===== src/logic/slk_regs.svh =====
// Register offsets, bit positions, counts and symbol codes
`ifndef SLK_REGS_SVH
`define SLK_REGS_SVH
`define SLK_OFF_SETUP 8'h00
`define SLK_OFF_HEALTH 8'h04
`define SLK_OFF_IPTR 8'h08
`define SLK_OFF_IPEND 8'h0C
`define SLK_SETUP_MASK 32'h0000_0087
`define SLK_B_TGTSEL 7
`define SLK_B_ACOMP 2
`define SLK_B_LOOP 1
`define SLK_B_SRST 0
`define SLK_B_REMERR 8
`define SLK_B_LOCERR 7
`define SLK_TIMING_MGR 1'b1
`define SLK_CLK_NS 8
`define SLK_TIMEOUT_NS 2000
`define SLK_TIMEOUT_CYC ((`SLK_TIMEOUT_NS + `SLK_CLK_NS - 1) / `SLK_CLK_NS)
`define SLK_INIT_NEED 3'h4
`define SLK_ADDR_BYTES 3'h4
`define SLK_WORD_LAST 3'h3
`define SLK_K_IDLE 8'h00
`define SLK_K_INIT 8'h01
`define SLK_K_INTR 8'h03
`define SLK_K_FLON 8'h04
`define SLK_K_FLOFF 8'h05
`define SLK_K_ERR 8'h06
`define SLK_K_SOP 8'h10
`define SLK_K_SOP_MASK 8'hF8
`endif


===== src/logic/slk_pkg.sv =====
// Types shared by the serial link port modules
package slk_pkg;
   typedef enum logic [1:0] {RX_IDLE, RX_ADDR, RX_DATA, RX_INTR} slk_rx_state_t;
   typedef enum logic [1:0] {TX_IDLE, TX_ADDR, TX_DATA} slk_tx_state_t;
   typedef logic [8:0] slk_sym_t;
endpackage : slk_pkg


===== src/logic/slk_strm_if.sv =====
// Valid/ready word stream between the port and its FIFO
`timescale 1ns/1ns
`default_nettype none
interface slk_strm_if #(
   parameter int W = 64
);
   logic valid;
   logic ready;
   logic [W-1:0] data;
   modport src (output valid, output data, input ready);
   modport snk (input valid, input data, output ready);
endinterface : slk_strm_if
`default_nettype wire


===== src/logic/slk_fifo.sv =====
// Synchronous word FIFO with valid/ready on both sides
`timescale 1ns/1ns
`default_nettype none
module slk_fifo #(
   parameter int W = 64,
   parameter int DEPTH = 16
) (
   input wire logic clk,
   input wire logic rst,
   slk_strm_if.snk wr,
   slk_strm_if.src rd
);
   // DEPTH must be a power of two: pointers wrap naturally
   localparam int AW = $clog2(DEPTH);
   localparam logic [AW:0] FULL_LEVEL = (AW+1)'(DEPTH);
   logic [W-1:0] mem [DEPTH];
   logic [AW:0] wp_reg;
   logic [AW:0] rp_reg;
   wire logic do_wr;
   wire logic do_rd;
   wire logic [AW:0] level;

   assign level = wp_reg - rp_reg;
   assign wr.ready = level != FULL_LEVEL;
   assign rd.valid = wp_reg != rp_reg;
   assign rd.data = mem[rp_reg[AW-1:0]];
   assign do_wr = wr.valid & wr.ready;
   assign do_rd = rd.valid & rd.ready;

   always_ff @(posedge clk) begin
      if (do_wr) begin
         mem[wp_reg[AW-1:0]] <= wr.data;
      end
   end

   always_ff @(posedge clk) begin
      if (rst) begin
         wp_reg <= '0;
         rp_reg <= '0;
      end else begin
         wp_reg <= wp_reg + (AW+1)'(do_wr);
         rp_reg <= rp_reg + (AW+1)'(do_rd);
      end
   end
endmodule : slk_fifo
`default_nettype wire


===== src/logic/slk_link_rx.sv =====
// Link clock edge finder and mid-period symbol sampler
`timescale 1ns/1ns
`default_nettype none
module slk_link_rx #(
   parameter int W = 9
) (
   input wire logic clk,
   input wire logic rst,
   input wire logic link_clk,
   input wire logic [W-1:0] link_rxd,
   output logic tick,
   output logic sym_valid,
   output logic [W-1:0] sym,
   output logic [2:0] phase
);
   logic [2:0] lclk_sync_reg;
   logic [W-1:0] d_meta_reg;
   logic [W-1:0] d_sync_reg;
   logic [3:0] since_reg;
   logic armed_reg;
   wire logic rise;

   // Stage 0 feeds stage 1 only; the edge is taken between stages 1 and 2
   assign rise = lclk_sync_reg[1] & ~lclk_sync_reg[2];

   always_ff @(posedge clk) begin
      lclk_sync_reg <= {lclk_sync_reg[1:0], link_clk};
      d_meta_reg <= link_rxd;
      d_sync_reg <= d_meta_reg;
   end

   // Sample half a measured period after each rising edge, far from data changes
   always_ff @(posedge clk) begin
      if (rst) begin
         since_reg <= '0;
         armed_reg <= 1'b0;
         phase <= '0;
         tick <= 1'b0;
         sym_valid <= 1'b0;
         sym <= '0;
      end else begin
         tick <= rise;
         sym_valid <= armed_reg & (since_reg[2:0] == phase);
         if (armed_reg & (since_reg[2:0] == phase)) begin
            sym <= d_sync_reg;
         end
         if (rise) begin
            since_reg <= '0;
            armed_reg <= 1'b1;
            phase <= since_reg[3:1];
         end else begin
            since_reg <= (since_reg == 4'hF) ? since_reg : since_reg + 4'h1;
            armed_reg <= armed_reg & (since_reg[2:0] != phase);
         end
      end
   end
endmodule : slk_link_rx
`default_nettype wire


===== src/logic/slk_port.sv =====
// Serial link port: setup and health registers, link framing, inbound FIFO path
//
// Our own choices: the AHB-Lite register port and the register offsets.
`timescale 1ns/1ns
`default_nettype none
`include "slk_regs.svh"
// How it works
// - Target select (bit 7) set ORs interrupt packet status into the pending register when pointer bits 7:0 hold its offset.
// - Target select clear sends the status as a system write to pointer bits 31:2.
// - Setup bits 6:3 and health bits 31:28 and 19:15 read zero and ignore writes.
// - Compression off (bit 2) sends all four address bytes, else only the low bytes up to the highest changed one.
// - Loopback (bit 1) feeds transmitted symbols back into the receive path.
// - Soft reset (bit 0) holds all state machines in reset and drops the link.
// - Soft reset keeps setup, pointer and pending registers and clears health flags, the FIFO and all framing state.
// - Health bits 27:24 give the receive lane count, zero while the link is down.
// - Health bits 23:20 give the transmit lane count with the same coding.
// - Health bits 14:12 show the sample phase the receive timing logic uses now.
// - Health bit 11 always reads one.
// - A flow-on symbol from the peer stalls new outbound packets and sets bit 10 until flow-off.
// - When the inbound FIFO is full a flow-on symbol is sent and bit 9 is set.
// - Error bits 8 and 7 clear only by writing one or by soft reset; writing zero leaves them.
// - Bit 0 reads one after link start-up completes and zero before it or after a timeout.
module slk_port
   import slk_pkg::*;
#(
   parameter int LANES = 4,
   parameter int FIFO_DEPTH = 16
) (
   input wire logic sys_clk,
   input wire logic rst,
   input wire logic hsel,
   input wire logic [31:0] haddr,
   input wire logic [1:0] htrans,
   input wire logic hwrite,
   input wire logic [2:0] hsize,
   input wire logic [31:0] hwdata,
   input wire logic hready,
   output logic [31:0] hrdata,
   output logic hreadyout,
   output logic hresp,
   input wire logic link_clk,
   input wire logic [8:0] link_rxd,
   output logic [8:0] link_txd,
   input wire logic tx_valid,
   input wire logic [31:0] tx_addr,
   input wire logic [31:0] tx_data,
   output logic tx_ready,
   output logic rx_valid,
   output logic [31:0] rx_addr,
   output logic [31:0] rx_data,
   input wire logic rx_ready,
   output logic sys_intr_wr,
   output logic [31:0] sys_intr_addr,
   output logic [31:0] sys_intr_data
);
   localparam logic [3:0] LANE_CODE = 4'(LANES);
   localparam logic [15:0] TO_CYC = 16'(`SLK_TIMEOUT_CYC);

   logic [31:0] setup_reg;
   logic [31:0] iptr_reg;
   logic [31:0] ipend_reg;
   logic wr_pend_reg;
   logic rd_pend_reg;
   logic [7:0] acc_addr_reg;
   logic acc_map_reg;
   logic [15:0] to_cnt_reg;
   logic loop_v_reg;
   slk_rx_state_t rx_st_reg;
   slk_tx_state_t tx_st_reg;
   logic [2:0] rx_idx_reg;
   logic [2:0] rx_n_reg;
   logic [31:0] rx_addr_reg;
   logic [31:0] rx_word_reg;
   logic [2:0] init_cnt_reg;
   logic stall_reg;
   logic rem_ev_reg;
   logic loc_ev_reg;
   logic push_reg;
   logic intr_ev_reg;
   logic rem_err_reg;
   logic loc_err_reg;
   logic outbound_flow_asserted_reg;
   logic flow_sent_reg;
   logic err_pend_reg;
   logic hold_full_reg;
   logic [31:0] hold_addr_reg;
   logic [31:0] hold_data_reg;
   logic [31:0] cur_addr_reg;
   logic [31:0] cur_data_reg;
   logic [2:0] cur_n_reg;
   logic [2:0] tx_idx_reg;
   logic [31:0] last_addr_reg;
   wire logic st_rst;
   wire logic tick;
   wire logic samp_v;
   wire slk_sym_t samp_sym;
   wire logic [2:0] phase;
   wire logic timed_out;
   wire logic link_up;
   wire logic rx_v;
   wire slk_sym_t rx_s;
   wire logic rx_is_sop;
   wire logic [31:0] adiff;
   wire logic [2:0] tx_n;
   wire logic ctl_flow;
   wire logic start;
   wire logic acc;
   wire logic hold_next;
   wire logic addr_phase;
   wire logic wr_setup;
   wire logic wr_health;
   wire logic wr_iptr;
   wire logic wr_ipend;
   wire logic intr_local;
   wire logic [31:0] health;
   wire logic [31:0] rd_mux;
   wire logic [3:0] lane_now;

   slk_strm_if #(.W(64)) in_q ();
   slk_strm_if #(.W(64)) out_q ();

   // Soft reset never reaches setup, pointer or pending registers
   assign st_rst = rst | setup_reg[`SLK_B_SRST];

   slk_link_rx #(.W(9)) u_link_rx (
      .clk(sys_clk),
      .rst(st_rst),
      .link_clk(link_clk),
      .link_rxd(link_rxd),
      .tick(tick),
      .sym_valid(samp_v),
      .sym(samp_sym),
      .phase(phase)
   );

   slk_fifo #(.W(64), .DEPTH(FIFO_DEPTH)) u_fifo (
      .clk(sys_clk),
      .rst(st_rst),
      .wr(in_q.snk),
      .rd(out_q.src)
   );

   // Register bus decode
   assign addr_phase = hsel & hready & htrans[1];
   assign wr_setup = wr_pend_reg & acc_map_reg & (acc_addr_reg == `SLK_OFF_SETUP);
   assign wr_health = wr_pend_reg & acc_map_reg & (acc_addr_reg == `SLK_OFF_HEALTH);
   assign wr_iptr = wr_pend_reg & acc_map_reg & (acc_addr_reg == `SLK_OFF_IPTR);
   assign wr_ipend = wr_pend_reg & acc_map_reg & (acc_addr_reg == `SLK_OFF_IPEND);
   assign lane_now = link_up ? LANE_CODE : 4'h0;
   assign health = {4'h0, lane_now, lane_now, 5'h00, phase, `SLK_TIMING_MGR, stall_reg,
                    outbound_flow_asserted_reg, rem_err_reg, loc_err_reg, 6'h00, link_up};
   assign rd_mux = !acc_map_reg ? 32'h0000_0000 :
                   (acc_addr_reg == `SLK_OFF_SETUP) ? setup_reg :
                   (acc_addr_reg == `SLK_OFF_HEALTH) ? health :
                   (acc_addr_reg == `SLK_OFF_IPTR) ? iptr_reg :
                   (acc_addr_reg == `SLK_OFF_IPEND) ? ipend_reg : 32'h0000_0000;

   // Reads take one wait state so a write just before them is already applied
   always_ff @(posedge sys_clk) begin
      if (rst) begin
         wr_pend_reg <= 1'b0;
         rd_pend_reg <= 1'b0;
         acc_addr_reg <= '0;
         acc_map_reg <= 1'b0;
         hreadyout <= 1'b1;
         hrdata <= '0;
         hresp <= 1'b0;
      end else begin
         wr_pend_reg <= addr_phase & hwrite;
         rd_pend_reg <= addr_phase & ~hwrite;
         if (addr_phase) begin
            acc_addr_reg <= haddr[7:0];
            acc_map_reg <= ~|haddr[31:8] & ~|haddr[1:0];
         end
         hreadyout <= ~(addr_phase & ~hwrite);
         if (rd_pend_reg) begin
            hrdata <= rd_mux;
         end
      end
   end

   always_ff @(posedge sys_clk) begin
      if (rst) begin
         setup_reg <= '0;
         iptr_reg <= '0;
      end else begin
         if (wr_setup) begin
            setup_reg <= hwdata & `SLK_SETUP_MASK;
         end
         if (wr_iptr) begin
            iptr_reg <= hwdata;
         end
      end
   end

   // Interrupt packet delivery
   assign intr_local = intr_ev_reg & setup_reg[`SLK_B_TGTSEL] & (iptr_reg[7:0] == `SLK_OFF_IPEND);

   always_ff @(posedge sys_clk) begin
      if (rst) begin
         ipend_reg <= '0;
      end else begin
         ipend_reg <= (ipend_reg & ~(wr_ipend ? hwdata : 32'h0000_0000)) |
                      (intr_local ? rx_word_reg : 32'h0000_0000);
      end
   end

   always_ff @(posedge sys_clk) begin
      if (st_rst) begin
         sys_intr_wr <= 1'b0;
         sys_intr_addr <= '0;
         sys_intr_data <= '0;
      end else begin
         sys_intr_wr <= intr_ev_reg & ~setup_reg[`SLK_B_TGTSEL];
         if (intr_ev_reg & ~setup_reg[`SLK_B_TGTSEL]) begin
            sys_intr_addr <= {iptr_reg[31:2], 2'b00};
            sys_intr_data <= rx_word_reg;
         end
      end
   end

   // Link supervision
   assign timed_out = to_cnt_reg == TO_CYC;
   assign link_up = init_cnt_reg == `SLK_INIT_NEED;

   always_ff @(posedge sys_clk) begin
      if (st_rst | tick) begin
         to_cnt_reg <= '0;
      end else if (!timed_out) begin
         to_cnt_reg <= to_cnt_reg + 16'h0001;
      end
   end

   assign rx_v = setup_reg[`SLK_B_LOOP] ? loop_v_reg : samp_v;
   assign rx_s = setup_reg[`SLK_B_LOOP] ? link_txd : samp_sym;
   assign rx_is_sop = (rx_s[7:0] & `SLK_K_SOP_MASK) == `SLK_K_SOP;

   // Receive framing
   always_ff @(posedge sys_clk) begin
      rem_ev_reg <= 1'b0;
      loc_ev_reg <= push_reg & ~in_q.ready;
      push_reg <= 1'b0;
      intr_ev_reg <= 1'b0;
      if (st_rst | timed_out) begin
         rx_st_reg <= RX_IDLE;
         rx_idx_reg <= '0;
         rx_n_reg <= '0;
         init_cnt_reg <= '0;
         stall_reg <= 1'b0;
         if (st_rst) begin
            rx_addr_reg <= '0;
            rx_word_reg <= '0;
         end
      end else if (rx_v & rx_s[8]) begin
         rx_idx_reg <= '0;
         rx_st_reg <= RX_IDLE;
         loc_ev_reg <= rx_st_reg != RX_IDLE;
         if (rx_s[7:0] == `SLK_K_INIT && !link_up) begin
            init_cnt_reg <= init_cnt_reg + 3'h1;
         end
         if (rx_s[7:0] == `SLK_K_FLON) begin
            stall_reg <= 1'b1;
         end
         if (rx_s[7:0] == `SLK_K_FLOFF) begin
            stall_reg <= 1'b0;
         end
         rem_ev_reg <= rx_s[7:0] == `SLK_K_ERR;
         if (rx_s[7:0] == `SLK_K_INTR) begin
            rx_st_reg <= RX_INTR;
         end
         if (rx_is_sop) begin
            rx_n_reg <= rx_s[2:0];
            rx_st_reg <= (rx_s[2:0] == 3'h0) ? RX_DATA : RX_ADDR;
            if (rx_s[2:0] > `SLK_ADDR_BYTES) begin
               loc_ev_reg <= 1'b1;
               rx_st_reg <= RX_IDLE;
            end
         end
      end else if (rx_v) begin
         rx_idx_reg <= rx_idx_reg + 3'h1;
         case (rx_st_reg)
            RX_IDLE: begin
               loc_ev_reg <= 1'b1;
               rx_idx_reg <= '0;
            end
            RX_ADDR: begin
               rx_addr_reg[{rx_idx_reg[1:0], 3'b000} +: 8] <= rx_s[7:0];
               if (rx_idx_reg + 3'h1 == rx_n_reg) begin
                  rx_st_reg <= RX_DATA;
                  rx_idx_reg <= '0;
               end
            end
            RX_DATA, RX_INTR: begin
               rx_word_reg[{rx_idx_reg[1:0], 3'b000} +: 8] <= rx_s[7:0];
               if (rx_idx_reg == `SLK_WORD_LAST) begin
                  push_reg <= rx_st_reg == RX_DATA;
                  intr_ev_reg <= rx_st_reg == RX_INTR;
                  rx_st_reg <= RX_IDLE;
               end
            end
            default: rx_st_reg <= RX_IDLE;
         endcase
      end
   end

   assign in_q.valid = push_reg;
   assign in_q.data = {rx_addr_reg, rx_word_reg};

   // Health flags; a set in the same cycle as a clear wins
   always_ff @(posedge sys_clk) begin
      if (st_rst) begin
         rem_err_reg <= 1'b0;
         loc_err_reg <= 1'b0;
         outbound_flow_asserted_reg <= 1'b0;
      end else begin
         rem_err_reg <= rem_ev_reg | (rem_err_reg & ~(wr_health & hwdata[`SLK_B_REMERR]));
         loc_err_reg <= loc_ev_reg | (loc_err_reg & ~(wr_health & hwdata[`SLK_B_LOCERR]));
         outbound_flow_asserted_reg <= ~in_q.ready;
      end
   end

   // Inbound words to the user, through one output stage
   assign out_q.ready = ~rx_valid | rx_ready;

   always_ff @(posedge sys_clk) begin
      if (st_rst) begin
         rx_valid <= 1'b0;
         rx_addr <= '0;
         rx_data <= '0;
      end else if (out_q.ready) begin
         rx_valid <= out_q.valid;
         rx_addr <= out_q.data[63:32];
         rx_data <= out_q.data[31:0];
      end
   end

   // Outbound holding slot
   assign acc = tx_valid & tx_ready;
   assign hold_next = acc | (hold_full_reg & ~start);

   always_ff @(posedge sys_clk) begin
      if (st_rst) begin
         hold_full_reg <= 1'b0;
         tx_ready <= 1'b0;
         hold_addr_reg <= '0;
         hold_data_reg <= '0;
      end else begin
         hold_full_reg <= hold_next;
         tx_ready <= ~hold_next;
         if (acc) begin
            hold_addr_reg <= tx_addr;
            hold_data_reg <= tx_data;
         end
      end
   end

   // Transmit framing
   assign adiff = hold_addr_reg ^ last_addr_reg;
   assign tx_n = setup_reg[`SLK_B_ACOMP] ? `SLK_ADDR_BYTES :
                 (|adiff[31:24]) ? 3'h4 :
                 (|adiff[23:16]) ? 3'h3 :
                 (|adiff[15:8]) ? 3'h2 :
                 (|adiff[7:0]) ? 3'h1 : 3'h0;
   assign ctl_flow = outbound_flow_asserted_reg != flow_sent_reg;
   assign start = tick & link_up & (tx_st_reg == TX_IDLE) & ~ctl_flow & ~err_pend_reg &
                  hold_full_reg & ~stall_reg;

   always_ff @(posedge sys_clk) begin
      loop_v_reg <= tick & ~st_rst;
      if (st_rst) begin
         link_txd <= {1'b1, `SLK_K_IDLE};
         tx_st_reg <= TX_IDLE;
         tx_idx_reg <= '0;
         flow_sent_reg <= 1'b0;
         err_pend_reg <= 1'b0;
         last_addr_reg <= '0;
         cur_addr_reg <= '0;
         cur_data_reg <= '0;
         cur_n_reg <= '0;
      end else begin
         if (tick) begin
            tx_idx_reg <= tx_idx_reg + 3'h1;
            if (!link_up) begin
               link_txd <= {1'b1, `SLK_K_INIT};
               tx_st_reg <= TX_IDLE;
            end else begin
               case (tx_st_reg)
                  TX_IDLE: begin
                     tx_idx_reg <= '0;
                     if (ctl_flow) begin
                        link_txd <= {1'b1, outbound_flow_asserted_reg ? `SLK_K_FLON : `SLK_K_FLOFF};
                        flow_sent_reg <= outbound_flow_asserted_reg;
                     end else if (err_pend_reg) begin
                        link_txd <= {1'b1, `SLK_K_ERR};
                        err_pend_reg <= 1'b0;
                     end else if (start) begin
                        link_txd <= {1'b1, `SLK_K_SOP | {5'h00, tx_n}};
                        cur_addr_reg <= hold_addr_reg;
                        cur_data_reg <= hold_data_reg;
                        cur_n_reg <= tx_n;
                        tx_st_reg <= (tx_n == 3'h0) ? TX_DATA : TX_ADDR;
                     end else begin
                        link_txd <= {1'b1, `SLK_K_IDLE};
                     end
                  end
                  TX_ADDR: begin
                     link_txd <= {1'b0, cur_addr_reg[{tx_idx_reg[1:0], 3'b000} +: 8]};
                     if (tx_idx_reg + 3'h1 == cur_n_reg) begin
                        tx_st_reg <= TX_DATA;
                        tx_idx_reg <= '0;
                     end
                  end
                  TX_DATA: begin
                     link_txd <= {1'b0, cur_data_reg[{tx_idx_reg[1:0], 3'b000} +: 8]};
                     if (tx_idx_reg == `SLK_WORD_LAST) begin
                        tx_st_reg <= TX_IDLE;
                        last_addr_reg <= cur_addr_reg;
                     end
                  end
                  default: tx_st_reg <= TX_IDLE;
               endcase
            end
         end
         // Placed last so a fresh local error is never lost to the send above
         if (loc_ev_reg) begin
            err_pend_reg <= 1'b1;
         end
      end
   end
endmodule : slk_port
`default_nettype wire


===== config.mk =====
export PLATFORM = sky130hd
export DESIGN_NAME = slk_port
export DESIGN_NICKNAME = d
export VERILOG_FILES = /design/src/logic/slk_pkg.sv /design/src/logic/slk_strm_if.sv /design/src/logic/slk_fifo.sv /design/src/logic/slk_link_rx.sv /design/src/logic/slk_port.sv
export VERILOG_INCLUDE_DIRS = /design/src /design/src/logic
export SDC_FILE = /design/constraint.sdc
export NUM_CORES = 2
export LEC_CHECK = 0
export ABC_AREA = 1
export BUFFER_PORTS_ARGS = -buffer_cell sky130_fd_sc_hd__buf_4
export CELL_PAD_IN_SITES_DETAIL_PLACEMENT = 1
export CELL_PAD_IN_SITES_GLOBAL_PLACEMENT = 1
export CORE_MARGIN = 2
export CORE_UTILIZATION = 43
export DETAILED_ROUTE_END_ITERATION = 16
export PLACE_DENSITY_LB_ADDON = 0.3
export SYNTH_ARGS = -nofsm -noshare
export SYNTH_HDL_FRONTEND = slang
export SYNTH_HIERARCHICAL = 1
export SYNTH_SLANG_ARGS = --single-unit

===== constraint.sdc =====
create_clock -name sys_clk -period 14.5 [get_ports sys_clk]
set_input_delay 0.725 -clock sys_clk [delete_from_list [all_inputs] [get_ports sys_clk]]
set_output_delay 0.725 -clock sys_clk [all_outputs]
set_load 0.05 [all_outputs]

## After elaboration in Yosys (flattened, before gate mapping)

Memory sizes are Yosys's and may differ from the RTL's. A register that Yosys moved wholly into a read port is not among the register bits.
Index checks and enable logic that the tools add are counted.

- Word-level logic and storage cells: 280
- Bits of input ports: 150
- RAM bits: 1024
- Output and inout port bits: 174
- Register bits after elaboration: 507
- Memories: 1

Memory list:

| name | depth | bits a word | rd ports | clocked after memory_dff | write ports | RTL line | RTL |
|---|---|---|---|---|---|---|---|
| u_fifo.mem | 16 | 64 | 1 | 1 | 1 | slk_fifo.sv:16 | `logic [W-1:0] mem [DEPTH];` |

- Reductions and logical operators: 42
- Magnitude comparators: 1
- Equality and inequality tests: 38
- Bitwise logic cells: 62
- Shifts and indexed selects: 4
- Mux-type cells: 70
- Add/subtract/negate cells: 9

Operators by type and width:

| kind | number |
|---|---|
| 32-bit 2-to-1 mux | 16 |
| 32-bit bitwise mux | 2 |
| 32-bit by 6-bit indexed part select with 8-bit output | 2 |
| 2-bit 2-to-1 mux | 17 |
| 1-bit bitwise AND | 33 |
| 32-bit bitwise AND | 1 |
| 8-bit by 3-bit == test with 1-bit output, second input constant | 4 |
| 32-bit inverter | 1 |
| 32-bit OR | 1 |
| 8-bit OR reduction | 4 |
| 8-bit by 7-bit variable shift with 32-bit output, first input constant | 1 |
| 8-bit by 7-bit indexed part select with 32-bit output | 1 |
| 32-bit XOR | 1 |
| 9-bit one-hot mux with 3 select lines | 1 |
| 8-bit by 4-bit == test with 1-bit output, second input constant | 3 |
| 4-bit AND reduction | 6 |
| 24-bit OR reduction | 1 |
| 3-bit inequality test, second input constant | 7 |
| 1-bit 2-to-1 mux | 19 |
| 3-bit 2-to-1 mux | 6 |
| 9-bit 2-to-1 mux | 2 |
| 1-bit inverter | 18 |
| 2-bit nonzero test | 9 |
| 16-bit by 1-bit adder with 16-bit output, second input constant | 1 |
| other kinds (37) | 69 |

## Logic depth before layout (Yosys ltp)

- Word-level depth: 14
- Mapped depth: 19
- Gate-level depth less buffers: 17

## Cells and area by module

Netlist, hierarchy kept.

By module, submodules not included:

| module | instances | cells each | sequential area each (µm²) | area an instance (µm²) |
|---|---|---|---|---|
| slk_fifo | 1 | 3283 | 30949.7 | 41103.2 |
| slk_port | 1 | 2743 | 11070.6 | 21107.7 |
| slk_link_rx | 1 | 154 | 800.8 | 1333.8 |

## Worst setup path after synthesis

Ideal clock, no wire load.

- Path type: register to register
- Start point: reg u_fifo.rp_reg[1]
- End point: mem u_fifo.mem[10][0] (enable)
- Required time: 14.014 ns
- Clock period less this slack: 4.973 ns
- Arrival time: 4.486 ns
- Cell stages (with the launch flop): 15
- Path buffers: 3
- Setup slack: 9.527 ns
- Setup time: 0.486 ns
- Cell sequence: dfxtp_1 -> buf_4 -> clkbuf_1 -> inv_1 -> ha_1 -> nand2_1 -> nand2_1 -> nand2_1 -> nand2_1 -> nand2_1 -> nand2_1 -> nand2_1 -> nand2_1 -> buf_4 -> nor2_1

- Word-level cells in the longest chain between the ends: 5

RTL lines:

| item | RTL line | RTL |
|---|---|---|
| start, declared | slk_fifo.sv:18 | `logic [AW:0] rp_reg;` |
| start signal, assigned | slk_fifo.sv:42 | `rp_reg <= rp_reg + (AW+1)'(do_rd);` |
| 5-bit subtractor | slk_fifo.sv:23 | `assign level = wp_reg - rp_reg;` |
| 5-bit inequality test | slk_fifo.sv:24 | `assign wr.ready = level != FULL_LEVEL;` |
| via in_q.ready | slk_strm_if.sv:8 | `logic ready;` |
| 1-bit bitwise AND | slk_fifo.sv:27 | `assign do_wr = wr.valid & wr.ready;` |
| 1-bit 2-to-1 mux | slk_fifo.sv:31 | `if (do_wr) begin` |
| 1-bit 2-to-1 mux (not written as such) | slk_fifo.sv:32 | `mem[wp_reg[AW-1:0]] <= wr.data;` |
| end, declared | slk_fifo.sv:16 |  |

The timed path passes the listed nets, and every way through them passes these cells.

## Worst setup path after layout

- Start point: reg u_fifo.rp_reg[2]
- End point: mem u_fifo.mem[1][25] (enable)

Same word-level chain as after synthesis.

==> impl_metrics.json <==
{
  "period_share": 0.336,
  "vias": 46600,
  "ys_seq_elements": 1595,
  "power_switching_share": 0.273,
  "synth_warnings": 6,
  "cts_setup_buffers": 0,
  "crit_path_start_kind": "flop",
  "wirelength_mm": 193,
  "hp-start": "hwrite",
  "synthToLayoutAreaGrowth_pct": 14.9,
  "antenna_cells": 0,
  "avgSynthCellArea_sq_um": 10.3,
  "synth_top_family_by_area": "simple AND/OR/NAND/NOR gates",
  "synth_compound_area_frac": 0.132,
  "final_cell_area_sq_um": 73000,
  "rsz0062_at_grt": "false",
  "cts_buffer_depth": 3,
  "synthFlopType": "edfxtp_1",
  "min_to": "rd_pend_reg",
  "fmax_mhz": 206,
  "antenna_found_initial": 4,
  "cp.arrival_ps": 5280,
  "stdcell_count": 8442,
  "worst_setup_path_end_kind": "flop",
  "ys_seq_area_frac": 0.674,
  "synth_top_area_share": 0.514,
  "fin_tns_setup_ps": 0,
  "ant_nets": 0,
  "core-area_sq_um": 147000,
  "comb_power_share": 0.128,
  "tightest_slew_ps": 1270,
  "cts.sinks": 1595,
  "grt_usage": 0.253,
  "layout.nets": 6549,
  "fin_util": 0.496,
  "synth_cell_type_count": 50,
  "hold_class": "input pin to flop",
  "r2r_cells": 13,
  "firstDrtPassIters": 5,
  "pwr-share-seq": 0.469,
  "p_int_mw": 7.80,
  "dpl_worst_slack_ps": 9590,
  "std_cell_rows": 141,
  "clkSlewWorstSetupHoldPaths_ps": 60,
  "cts_buffers": 168,
  "rrSetupSlack_ps": 9630,
  "dieArea_sq_um": 151000,
  "clock_latency_ps": 820,
  "cts_tree": "done",
  "place.gp.congestion": 0.838,
  "cts_resized": 0,
  "synth_xor_area_frac": 0.00425,
  "globalRouteOverflowTotal": 0,
  "via_per_inst": 5.52,
  "first_iter_violations": 3782,
  "htree_num_levels": 4,
  "netlist_instances": 6180,
  "grt_pass1_wl_mm": 293,
  "pin_count": 324,
  "power.density_nw_per_um2": 147,
  "drc_errors": 0,
  "setup_violations": 0,
  "fin_ws_ps": 9630,
  "status": "finished clean",
  "grt_pass1_vias": 48600,
  "synth_top_area_cell": "edfxtp_1",
  "synthArstFlopShare": 0,
  "nFillCells": 15900,
  "path_class": "flop to flop",
  "worstHoldPathCells": 2,
  "r2r_end": "u_fifo/mem[1][25]",
  "routedWlPerCell_microns": 22.9,
  "leakage_nw": 26.5,
  "dp_hpwl_mm": 114,
  "switchingPower_mw": 2.93,
  "slew_viol_final": 0,
  "hold_buffers": 10,
  "largest_reg_flops": 1024,
  "rr_startpoint": "u_fifo/rp_reg[2]",
  "crit_fanout": 44,
  "finalClockSkew_ps": 28.0,
  "clkPwrFrac": 0.402,
  "worstPathRequired_ps": 14920,
  "die_x_microns": 388,
  "synthSimpleGateAreaFrac": 0.137,
  "die_y_microns": 388,
  "grt_start_max_net_pins": 209,
  "placed_cell_area_sq_um": 67400,
  "yosys.area_share.adder": 0.00532,
  "hold_viol": 0,
  "start_util": 0.431,
  "peakVddDrop_v": 0.000121,
  "min_period_ps": 4870,
  "cts-root-buf": "clkbuf_16",
  "io_buffers": 316,
  "synthMuxAreaShare": 0,
  "synth_area_leaders": "edfxtp_1, dfxtp_1, nor2_1, o21ai_0, nand2_1",
  "numPlacedInstances": 8122,
  "layout-drive-gt1-share": 0.109,
  "synth_area_sq_um": 63500,
  "maxSlewHeadroom": 0.157,
  "synth_edf_count": 1088,
  "maxCapViolations": 0
}
==> cells in the mapped netlist (27+ instances only) <==
master and instances:
nor2_1 1214, edfxtp_1 1088, o21ai_0 868, nand2_1 781, dfxtp_1 507, a21oi_1 384
inv_1 329, clkbuf_1 228, o21ai_1 178, o211ai_1 147, nand3_1 137, buf_2 73
buf_1 32, ha_1 27
==> cell usage in the layout (no fill, tap or decap), types with 3 or more instances in the layout <==
cell type / netlist / routed
dfxtp_1: 507 / 504
clkinvlp_4: 0 / 4
clkbuf_16: 0 / 174
o21ai_1: 178 / 178
xor2_1: 7 / 7
buf_12: 0 / 3
nor3_2: 4 / 4
clkbuf_1: 228 / 46
clkinv_2: 1 / 27
nor2_4: 3 / 23
nor2_1: 1214 / 1195
o21ai_0: 868 / 868
inv_1: 329 / 326
nand4_1: 18 / 18
dfxtp_4: 0 / 3
nand2_2: 4 / 6
nor3b_1: 3 / 3
inv_2: 13 / 16
nor3_1: 20 / 20
nand3_1: 137 / 137
bufinv_16: 0 / 11
o21ai_2: 3 / 3
clkinv_1: 6 / 23
o211ai_1: 147 / 147
edfxtp_1: 1088 / 1088
ha_1: 27 / 27
dlygate4sd3_1: 0 / 10
inv_16: 0 / 3
buf_4: 21 / 377
nor4_1: 5 / 5
o22ai_1: 3 / 3
conb_1: 1 / 3
xnor2_1: 22 / 22
clkbuf_8: 0 / 18
clkinv_8: 0 / 7
a21oi_1: 384 / 382
nand2_1: 781 / 779
or2_2: 14 / 14
==> per-layer routing <==
metal	part of all wire	track usage
met5	0.000083	0
met1	0.43	0.329
met3	0.055	0.0404
met4	0.027	0.0809
met2	0.49	0.433
==> power by group through the flow <==
stage	sequential (mW)	clock (mW)	combinational [mW]
final	5.04	4.32	1.38
after global routing	5.05	4.57	1.54
after CTS	5.04	4.40	1.39
after detailed placement	5.14	0	1.37
after global placement	5.13	0	1.33
after floorplan	5.23	0	0.870
==> layout make-up <==
type                    instances  area, sq um  share of cell area
flip-flops and latches       1595        42800               0.587
clock buffers                 238         4770              0.0654
repair buffers                390         2990              0.0409
inverters                     350         1330              0.0182
well taps                    1930         2410              0.0331
multi-input cells            3867        17900               0.245
clock inverters                72          771              0.0106
==> worst max path at each step <==
stage / startpoint / to / slack [ps] / cells past startpoint
4_1_cts: u_fifo/rp_reg[2] / u_fifo/mem[1][45] / 9570 / 13
5_1_grt: u_fifo/rp_reg[2] / u_fifo/mem[1][45] / 9460 / 13
6_report: u_fifo/rp_reg[2] / u_fifo/mem[1][25] / 9630 / 13
2_1_floorplan: u_fifo/rp_reg[1] / u_fifo/mem[10][0] / 9530 / 14
3_3_place_gp: u_fifo/rp_reg[2] / u_fifo/mem[11][25] / 9750 / 13
3_5_place_dp: u_fifo/rp_reg[2] / u_fifo/mem[1][25] / 9590 / 13
==> per-stage QoR <==
step                total power, mW  hold WS, ps
floorplan                      6.10          310
global placement               6.46          313
detailed placement             6.51          313
CTS                            10.8         24.6
global route                   11.2         72.6
finish                         10.7         92.6
==> worst max-delay path, cell delays in order (launching register included) <==
cell,delay (ps)
dfxtp_4,470
inv_2,700
ha_1,440
nand2_1,90
inv_1,50
nand2_1,80
nand2_1,60
nand2_1,60
nand2_1,40
nand2_1,180
nand2_1,80
buf_4,280
nor2_4,900
buf_4,980
==> kinds of logic (layout without fill, tap and decap cells) <==
family / count (synthesis) / in the layout
buf+inv: 720 / 1050
other cells: 1 / 3
compound gates: 1592 / 1592
fa+ha+maj: 27 / 27
simple gates: 2215 / 2215
flops: 1595 / 1595
xor+xnor: 30 / 30
No activity file was read; power rests on OpenSTA's default activity.
